### src/rtl/pss_pkg.sv
// Shared constants for the protection and startup sequencer.
// Assumes a single 40 MHz core clock; all times are turned into cycle counts here.
// Behaviour
// - Gate pulses blocked while rail sense is below 1 V, allowed above.
// - Rail sense comparator result is filtered for 20 us first.
// - Rail recovery after dropout runs delay, preheat, then soft-start.
// - Hysteresis sink on while rail below turn-on level, off when rail good.
// - Sink forced on for 50 ms after restart, then comparator decides.
// - Over-temperature input below 1.5 V latches the controller off.
// - Over-temperature input filtered for 50 us before it can latch.
// - Over-temperature input ignored during delay, preheat and soft-start.
// - Over-temperature latch clears only on supply cycling or rail retrigger.
// - Latching shutdown input, filtered 50 us, latches the controller off.
// - Latching shutdown input has no effect until preheat has finished.
// - Latching input must drop 50 mV below reference before restart allowed.
// - Latched shutdown clears on supply cycling or rail dropout and recovery.
// - Restart after latched shutdown runs delay, preheat, then soft-start.
// - Non-latching shutdown stops outputs within 120 ns.
// - Non-latching shutdown never masked by timers, live from supply turn-on.
// - Non-latching input release resumes through the full startup order.
// - First gate pulse after any restart goes to the low-side output.
// - Sync output on-time clamped by setting, never above gate on-time.
// - Startup begins with 100 ms delay, also after non-latching release.
// - Preheat ends and soft-start begins when preheat voltage exceeds 5 V.
// - Soft-start complete and feedback fault timer enabled at 1.9 V.
// - Non-latching shutdown trip stops all output pulses three core clock cycles after the input rises.
package pss_pkg;

  localparam int unsigned CLK_KHZ        = 40000;

  localparam int unsigned PFC_DELAY_MS   = 100;
  localparam int unsigned PFC_DELAY_CYC  = PFC_DELAY_MS * CLK_KHZ;
  localparam int unsigned SINK_SHOT_MS   = 50;
  localparam int unsigned SINK_SHOT_CYC  = SINK_SHOT_MS * CLK_KHZ;

  localparam int unsigned RAIL_FILT_US   = 20;
  localparam int unsigned RAIL_FILT_CYC  = (RAIL_FILT_US * CLK_KHZ + 999) / 1000;
  localparam int unsigned OTP_FILT_US    = 50;
  localparam int unsigned OTP_FILT_CYC   = (OTP_FILT_US * CLK_KHZ + 999) / 1000;
  localparam int unsigned LAT_FILT_US    = 50;
  localparam int unsigned LAT_FILT_CYC   = (LAT_FILT_US * CLK_KHZ + 999) / 1000;

  // Longest allowed reaction of the non-latching path, rounded down
  localparam int unsigned NL_REACT_NS    = 120;
  localparam int unsigned NL_REACT_CYC   = (NL_REACT_NS * CLK_KHZ) / 1000000;

  localparam int unsigned CLAMP_W_DEF    = 16;

  // Synchroniser bit positions
  localparam int unsigned SY_RAIL        = 0;
  localparam int unsigned SY_OTP         = 1;
  localparam int unsigned SY_LAT         = 2;
  localparam int unsigned SY_NL          = 3;
  localparam int unsigned SY_PH          = 4;
  localparam int unsigned SY_SS          = 5;
  localparam int unsigned SY_N           = 6;

  localparam logic        SHOT_ON_RST    = 1'b1;

  typedef enum logic [2:0] {
    ST_OFF,
    ST_DELAY,
    ST_PREHEAT,
    ST_SOFT,
    ST_RUN,
    ST_LATCH
  } pss_state_t;

  typedef enum logic [1:0] {
    CAUSE_NONE,
    CAUSE_LATCHING,
    CAUSE_OTP
  } pss_cause_t;

endpackage

### src/rtl/pss_flt_if.sv
// Carrier between the sequencer and one of its input noise filters.
// Assumes both ends sit on core_clk_i.
`timescale 1ns/1ps
interface pss_flt_if;
  logic raw;
  logic clean;
  modport filter (input raw, output clean);
  modport user   (output raw, input clean);
endinterface

### src/rtl/pss_sequencer.sv
// Protection and startup sequencer: fault inputs, restart order and gate-drive gating.
// Assumes comparator results arrive asynchronously from the analog front end, while
// the gate, clamp-setting inputs come from oscillator logic on core_clk_i.
// A supply restart is seen as reset_n_i.
`timescale 1ns/1ps
module pss_sequencer #(
  parameter int unsigned DELAY_CYCLES   = pss_pkg::PFC_DELAY_CYC,
  parameter int unsigned ONESHOT_CYCLES = pss_pkg::SINK_SHOT_CYC,
  parameter int unsigned CLAMP_W        = pss_pkg::CLAMP_W_DEF
)(
  input  wire logic                core_clk_i,
  input  wire logic                reset_n_i,
  // Comparator results, high means the condition named, except rail sense: high means rail good
  input  wire logic                rail_undervoltage_sense_i,
  input  wire logic                otp_trip_i,
  input  wire logic                latching_shutdown_input_i,
  input  wire logic                nonlatching_shutdown_input_i,
  input  wire logic                preheat_timer_input_i,
  input  wire logic                softstart_level_i,
  // Raw phases from the oscillator and the sync on-time setting
  input  wire logic                gate_low_i,
  input  wire logic                gate_high_i,
  input  wire logic [CLAMP_W-1:0]  sync_clamp_i,
  output logic                     low_gate_o,
  output logic                     high_gate_o,
  output logic                     low_sync_o,
  output logic                     high_sync_o,
  output logic                     hysteresis_sink_o,
  output logic                     rail_good_flag_o,
  output logic                     preheat_discharge_o,
  output logic                     softstart_discharge_o,
  output logic                     fb_timer_enable_o,
  output logic                     fault_latched_o,
  output pss_pkg::pss_cause_t      fault_cause_o,
  output pss_pkg::pss_state_t      state_o
);
  import pss_pkg::*;

  localparam int unsigned DW = $clog2(DELAY_CYCLES + 1);
  localparam int unsigned SW = $clog2(ONESHOT_CYCLES + 1);

  typedef struct packed {
    logic [SY_N-1:0]    sync1;
    logic [SY_N-1:0]    sync2;
    pss_state_t         state;
    pss_cause_t         cause;
    logic [DW-1:0]      delay_cnt;
    logic               shot_on;
    logic [SW-1:0]      shot_cnt;
    logic               low_seen;
    logic [CLAMP_W-1:0] on_cnt;
    logic               low_gate;
    logic               high_gate;
    logic               low_sync;
    logic               high_sync;
    logic               sink;
    logic               ph_dis;
    logic               ss_dis;
    logic               fb_en;
  } pss_regs_t;

  localparam pss_regs_t REGS_RST = '{
    state:   ST_OFF,
    cause:   CAUSE_NONE,
    shot_on: SHOT_ON_RST,
    sink:    1'b1,
    ph_dis:  1'b1,
    ss_dis:  1'b1,
    default: '0
  };

  logic [1:0] rst_sync_reg;
  logic       rst_n;

  pss_regs_t  r_reg;
  pss_regs_t  r_next;

  logic       rail_good;
  logic       otp_trip;
  logic       lat_trip;
  logic       nl_trip;
  logic       pulses_ok;

  pss_flt_if  rail_if ();
  pss_flt_if  otp_if ();
  pss_flt_if  lat_if ();

  // Release of reset is synchronised; assertion still acts at once
  always_ff @(posedge core_clk_i or negedge reset_n_i)
  begin
    if (!reset_n_i)
      rst_sync_reg <= 2'h0;
    else
      rst_sync_reg <= {rst_sync_reg[0], 1'b1};
  end

  assign rst_n = rst_sync_reg[1];

  assign rail_if.raw = r_reg.sync2[SY_RAIL];
  assign otp_if.raw  = r_reg.sync2[SY_OTP];
  assign lat_if.raw  = r_reg.sync2[SY_LAT];

  pss_glitch_filter #(
    .CYCLES    (RAIL_FILT_CYC),
    .RST_LEVEL (1'b0)
  ) u_rail_filter (
    .clk_i     (core_clk_i),
    .rst_n_i   (rst_n),
    .port_if   (rail_if)
  );

  pss_glitch_filter #(
    .CYCLES    (OTP_FILT_CYC),
    .RST_LEVEL (1'b0)
  ) u_otp_filter (
    .clk_i     (core_clk_i),
    .rst_n_i   (rst_n),
    .port_if   (otp_if)
  );

  pss_glitch_filter #(
    .CYCLES    (LAT_FILT_CYC),
    .RST_LEVEL (1'b0)
  ) u_lat_filter (
    .clk_i     (core_clk_i),
    .rst_n_i   (rst_n),
    .port_if   (lat_if)
  );

  assign rail_good = rail_if.clean;
  assign otp_trip  = otp_if.clean;
  assign lat_trip  = lat_if.clean;
  // No filter on this path: every cycle spent here eats the reaction budget
  assign nl_trip   = r_reg.sync2[SY_NL];

  always_comb
  begin
    r_next       = r_reg;
    r_next.sync1 = {softstart_level_i,
                    preheat_timer_input_i,
                    nonlatching_shutdown_input_i,
                    latching_shutdown_input_i,
                    otp_trip_i,
                    rail_undervoltage_sense_i};
    r_next.sync2 = r_reg.sync1;

    // Sink one-shot runs once per supply restart
    if (r_reg.shot_on)
    begin
      if (r_reg.shot_cnt == SW'(ONESHOT_CYCLES - 1))
        r_next.shot_on = 1'b0;
      else
        r_next.shot_cnt = r_reg.shot_cnt + 1'b1;
    end

    r_next.delay_cnt = '0;

    if (!rail_good)
    begin
      // Rail dropout also clears any latched fault
      r_next.state = ST_OFF;
      r_next.cause = CAUSE_NONE;
    end
    else if (nl_trip && r_reg.state != ST_LATCH)
    begin
      r_next.state = ST_OFF;
    end
    else
    begin
      unique case (r_reg.state)
        ST_OFF:
        begin
          // The latching comparator must have fallen back through its hysteresis.
          // The raw level is checked too: the filter restarts low after a supply cycle.
          if (!lat_trip && !r_reg.sync2[SY_LAT])
            r_next.state = ST_DELAY;
        end
        ST_DELAY:
        begin
          if (r_reg.delay_cnt == DW'(DELAY_CYCLES - 1))
            r_next.state = ST_PREHEAT;
          else
            r_next.delay_cnt = r_reg.delay_cnt + 1'b1;
        end
        ST_PREHEAT:
        begin
          if (r_reg.sync2[SY_PH])
            r_next.state = ST_SOFT;
        end
        ST_SOFT:
        begin
          if (lat_trip)
          begin
            r_next.state = ST_LATCH;
            r_next.cause = CAUSE_LATCHING;
          end
          else if (r_reg.sync2[SY_SS])
          begin
            r_next.state = ST_RUN;
          end
        end
        ST_RUN:
        begin
          if (lat_trip)
          begin
            r_next.state = ST_LATCH;
            r_next.cause = CAUSE_LATCHING;
          end
          else if (otp_trip)
          begin
            r_next.state = ST_LATCH;
            r_next.cause = CAUSE_OTP;
          end
        end
        ST_LATCH:
        begin
          r_next.state = ST_LATCH;
        end
      endcase
    end

    // Use the next state so a trip blanks the very next output edge
    pulses_ok = r_next.state inside {ST_PREHEAT, ST_SOFT, ST_RUN};

    r_next.low_gate  = pulses_ok && gate_low_i;
    // High side waits for one low pulse to charge the bootstrap
    r_next.high_gate = pulses_ok && gate_high_i && !gate_low_i && r_reg.low_seen;

    if (!pulses_ok)
      r_next.low_seen = 1'b0;
    else if (r_next.low_gate)
      r_next.low_seen = 1'b1;

    // Sync outputs only ever cut a gate pulse short, never stretch it
    r_next.low_sync  = r_next.low_gate && (r_reg.on_cnt < sync_clamp_i);
    r_next.high_sync = r_next.high_gate && (r_reg.on_cnt < sync_clamp_i);

    if (!(r_next.low_gate || r_next.high_gate))
      r_next.on_cnt = '0;
    else if (r_reg.on_cnt != {CLAMP_W{1'b1}})
      r_next.on_cnt = r_reg.on_cnt + 1'b1;

    r_next.sink   = r_next.shot_on || !rail_good;
    r_next.ph_dis = !(r_next.state inside {ST_PREHEAT, ST_SOFT, ST_RUN});
    r_next.ss_dis = !(r_next.state inside {ST_SOFT, ST_RUN});
    r_next.fb_en  = (r_next.state == ST_RUN);
  end

  always_ff @(posedge core_clk_i or negedge rst_n)
  begin
    if (!rst_n)
      r_reg <= REGS_RST;
    else
      r_reg <= r_next;
  end

  assign low_gate_o            = r_reg.low_gate;
  assign high_gate_o           = r_reg.high_gate;
  assign low_sync_o            = r_reg.low_sync;
  assign high_sync_o           = r_reg.high_sync;
  assign hysteresis_sink_o     = r_reg.sink;
  assign rail_good_flag_o      = rail_good;
  assign preheat_discharge_o   = r_reg.ph_dis;
  assign softstart_discharge_o = r_reg.ss_dis;
  assign fb_timer_enable_o     = r_reg.fb_en;
  assign fault_latched_o       = (r_reg.state == ST_LATCH);
  assign fault_cause_o         = r_reg.cause;
  assign state_o               = r_reg.state;

endmodule

### src/rtl/pss_glitch_filter.sv
// Noise filter: the output follows the input only after it has differed for CYCLES clocks.
// Assumes the input is already synchronised to clk_i.
`timescale 1ns/1ps
module pss_glitch_filter #(
  parameter int unsigned CYCLES    = 16,
  parameter logic        RST_LEVEL = 1'b0
)(
  input  wire logic   clk_i,
  input  wire logic   rst_n_i,
  pss_flt_if.filter   port_if
);
  import pss_pkg::*;

  localparam int unsigned CW = $clog2(CYCLES + 1);

  typedef struct packed {
    logic          level;
    logic [CW-1:0] cnt;
  } pss_flt_regs_t;

  localparam pss_flt_regs_t FLT_RST = '{level: RST_LEVEL, cnt: '0};

  pss_flt_regs_t r_reg;
  pss_flt_regs_t r_next;

  always_comb
  begin
    r_next = r_reg;
    // Any agreement restarts the count, so a single spike never gets through
    if (port_if.raw == r_reg.level)
      r_next.cnt = '0;
    else if (r_reg.cnt == CW'(CYCLES - 1))
    begin
      r_next.level = port_if.raw;
      r_next.cnt   = '0;
    end
    else
      r_next.cnt = r_reg.cnt + 1'b1;
  end

  always_ff @(posedge clk_i or negedge rst_n_i)
  begin
    if (!rst_n_i)
      r_reg <= FLT_RST;
    else
      r_reg <= r_next;
  end

  assign port_if.clean = r_reg.level;

endmodule

### config.mk
export PLATFORM = sky130hd
export DESIGN_NAME = pss_sequencer
export DESIGN_NICKNAME = d
export VERILOG_FILES = /design/src/rtl/pss_pkg.sv /design/src/rtl/pss_flt_if.sv /design/src/rtl/pss_sequencer.sv /design/src/rtl/pss_glitch_filter.sv
export SDC_FILE = /design/constraint.sdc
export NUM_CORES = 1
export LEC_CHECK = 0
export BUFFER_PORTS_ARGS = -buffer_cell sky130_fd_sc_hd__buf_2
export CAP_MARGIN = 15
export CORE_UTILIZATION = 40
export CTS_CLUSTER_DIAMETER = 50
export DETAILED_ROUTE_END_ITERATION = 8
export PLACE_DENSITY = 0.71
export SYNTH_ARGS = -nofsm -noshare
export SYNTH_HDL_FRONTEND = slang
export SYNTH_SLANG_ARGS = --single-unit
export TNS_END_PERCENT = 30
### constraint.sdc
create_clock -name core_clk_i -period 3.8 [get_ports core_clk_i]
set_input_delay 0.57 -clock core_clk_i [delete_from_list [all_inputs] [get_ports core_clk_i]]
set_output_delay 0.57 -clock core_clk_i [all_outputs]
set_load 0.005 [all_outputs]
==> key figures <==
Yosys
  • Simple-gate share of the synthesized area: 0.221
  • Mapped Cells: 566
  • Largest family of logic cells by synthesized area: simple AND/OR/NAND/NOR gates
  • Mapped cell area: just under 0.006 mm2
  • Multiplexer area fraction after synthesis: 0.00721
  • Post-synthesis adder-cell area fraction: 0.0467
  • Sequential share of the synthesized area: 0.523
  • Post-synth EDFFs: 0
  • Complex-gate fraction of the synthesized area: 0.0515
  • Ys async rst share: 1.00
  • Synth unique cells: 49
  • Warnings from Yosys: 0
  • Synthesized area per cell: between 10 and 15 um2
  • XOR/XNOR Fraction of Synth Area: 0.117
  • Number of synthesized register bits: between 100 and 150
  • Synth Flop Type: dfrtp_1
  • Post-Syn Nets: 614

Route
  • Routed len/inst: 13.6 um
  • Routed vias: roughly 4,100
  • Detailed router's first-iteration violation count: between 200 and 300
  • Post-DRT Antenna Nets: 0
  • Routed wire length: 11.0 mm
  • Number of remaining DRC errors: 0
  • Drt pass-1 iters: 5
  • Drt via density: 5.09

STA
  • Tcrit/Tclk final: 0.609
  • Total negative slack: 0 ns
  • Worst rel slew slack: 0.451
  • Maximum operating frequency: between 0.4 and 0.5 GHz
  • Worst Max-Slew Pin Slew: 0.821 ns
  • Endpoints failing setup: 0
  • Crit path time final: 2.31 ns
  • RSZ-0062 raised after global routing: no
  • Final Slew Violations: 0
  • Clock skew: about 0.0079 ns
  • Hold Violations, Final: 0

Global routing
  • Initial antenna violation count: 0
  • Pin count of the biggest net entering global routing: 89
  • First-pass GRT wire length: between 15 and 20 mm
  • GR Util met3: 0.0507
  • All-Layer GR Usage: 0.164
  • Total grt overflow: 0
  • Gr busiest metal: met2
  • Vias in the first global route: approximately 4,200
  • Met2 Usage GRT: 0.267
  • Grt met1 use: 0.201

Hold path
  • Hold Path Class: reg2async

Final layout
  • FF/Latch Area: a little over 0.003 mm2
  • Fin cells: 811
  • N_diodes: 0
  • Fill count: roughly 1,300
  • Design area: about 0.0069 mm2
  • Largest register FFs: 64
  • Fin nets: between 600 and 700
  • Area of the multi-input gates: roughly 0.0026 mm2
  • Area grow syn2layout: 16.7%
  • Layout cells sized above 1: 0.155

Worst setup path
  • Reg-to-reg startpoint: state_o[2]
  • Reg2reg end: r_reg[18]
  • R2r setup slk: around 1.5 ns
  • CP Max Fanout: 16
  • Worst path bufs/invs: 0
  • CP max stage cell: dfrtp_1
  • Critical Path, Cell by Cell: and4b_4 > a211oi_4 > o21ai_1 > a211oi_4 > o21ai_4 > a311oi_1
  • Slowest stage delay, CP: roughly 0.57 ns
  • Crit path launch type: register
  • CP top delay family: compound AO/OA/AOI/OAI gates
  • CP required: about 4 ns
  • Arr. time, crit path: about 2.6 ns
  • WS Path Type: reg2reg
  • Crit end category: register
  • R2R cell count: 6
  • Most frequent cell on the critical path: a211oi_4

Floorplanning
  • Rows: 44
  • Initial Utilization: 0.407
  • Core area: between 0.01 and 0.015 mm2
  • Io pins: 41
  • Die W: around 120 um
  • Die Footprint: 0.0152 mm2
  • Die height: ~120 um

Clock tree
  • Clk root buf: clkbuf_16
  • TritonCTS Sinks: 123
  • CTS Buf Count: 17
  • CTS tree: yes
  • Clock Latency Late Sink: approximately 0.42 ns
  • CTS Buffer Depth: 2
  • Htree depth: 4
  • Clock slew at reported path FFs: approximately 0.050 ns
  • Post CTS Setup Buffer Count: 0

Pwr
  • Pwr Density: 439 mW/mm2
  • Peak VDD IR: around 0.28 mV
  • Lkg Pwr: roughly 3.1 nW

Status
  • Run status: complete, no violations

Placement
  • DP Area: 0.00625 mm2
  • Placed insts: between 700 and 800
  • GP Congestion: just over 0.8
  • I/O Buffers: 40
  • DP HPWL: 7.74 mm

Job
  • Max-cap violations: 0
power breakdown:
| part | total (W) | switching (W) | internal [W] |
|---|---|---|---|
| sequential | 0.00134 | 0.0000139 | 0.00133 |
| combinational | 0.0000754 | 0.0000464 | 0.0000291 |
| clock | 0.00161 | 0.000570 | 0.00104 |
area by class of cell:
type,count,share of cell area
Sequential cell,123,0.448
Multi-Input combinational cell,402,0.381
Clock buffer,19,0.0643
Timing Repair Buffer,45,0.0374
Tap cell,184,0.0334
Clock inverter,13,0.0218
Inverter,25,0.0136
worst max-delay path by stage:
stage,from,end,slack (ns),cells past startpoint
after CTS,state_o[2],r_reg[18],1.45,6
after global routing,state_o[1],softstart_discharge_o,1.19,6
after global placement,state_o[1],softstart_discharge_o,1.63,6
after detailed placement,state_o[2],r_reg[18],1.46,6
after floorplan,rst_sync_reg[1],fault_cause_o[0],0.13,0
final,state_o[2],r_reg[18],1.49,6
cells in the mapped netlist, drive strengths merged (4+ instances only):
cell type | count | share of area
buf | 9 | 0.012
dfrtp | 119 | 0.50
and3 | 17 | 0.018
nor2 | 87 | 0.059
dfstp | 4 | 0.018
nand3 | 39 | 0.033
nor4b | 5 | 0.0074
and4 | 7 | 0.010
nand2b | 5 | 0.0053
nand4 | 24 | 0.025
inv | 25 | 0.016
nor3b | 6 | 0.0085
xnor2 | 38 | 0.056
a211oi | 4 | 0.0093
nor3 | 9 | 0.0076
nor2b | 7 | 0.0074
clkbuf | 7 | 0.0045
ha | 22 | 0.047
a21oi | 11 | 0.0093
and2 | 5 | 0.0053
nand2 | 36 | 0.023
xor2 | 41 | 0.061
o21ai | 10 | 0.011
cell families after synthesis:
logic type,Yosys count
flip-flops,123
AO/OA/AOI/OAI,42
XOR/XNOR,79
buffers and inverters,41
other,1
AND/OR/NAND/NOR,254
adder cells (fa/ha/maj),22
multiplexers,4
through the flow:
step	total power, W	setup WS (ns)	hold slack [ns]	util
finish	0.00302	1.49	0.197	0.476
global route	0.00314	1.19	0.219	0.476
CTS	0.00305	1.45	0.243	0.473
detailed placement	0.00144	1.46	0.343	0.432
global placement	0.00143	1.63	0.335	0.432
floorplan	0.00140	0.127	0.274	-
repair_timing:
item                                   4_1_cts  5_1_grt
resized for setup                            0        0
endpoints found under the hold margin        2        0
hold buffers                                 1        0
routing by layer:
layer,up-vias,wire (um)
li1,2027,-
met2,62,5270
met3,15,404
met5,-,0
met1,2028,5190
met4,0,178
placed cells by master (no fill, tap or decap), types with 3 or more instances in the layout:
| cell | n |
|---|---|
| nand3_1 | 39 |
| inv_1 | 25 |
| dfstp_2 | 4 |
| clkinv_2 | 6 |
| nand4_1 | 24 |
| buf_2 | 40 |
| nor4_1 | 3 |
| clkbuf_16 | 17 |
| a21oi_1 | 11 |
| ha_1 | 22 |
| nor3b_1 | 5 |
| nand2_1 | 36 |
| nand2b_1 | 5 |
| and4_1 | 7 |
| nor4b_1 | 5 |
| clkinvlp_4 | 4 |
| nor2_1 | 78 |
| o21ai_0 | 5 |
| nor2b_1 | 7 |
| and3_1 | 17 |
| a31oi_1 | 3 |
| o21ai_1 | 3 |
| nor2_2 | 9 |
| xnor2_1 | 38 |
| nor3_1 | 9 |
| xor2_1 | 41 |
| and2_1 | 5 |
| bufinv_16 | 3 |
| dfrtp_1 | 118 |
(Power assumes the default switching activity.)
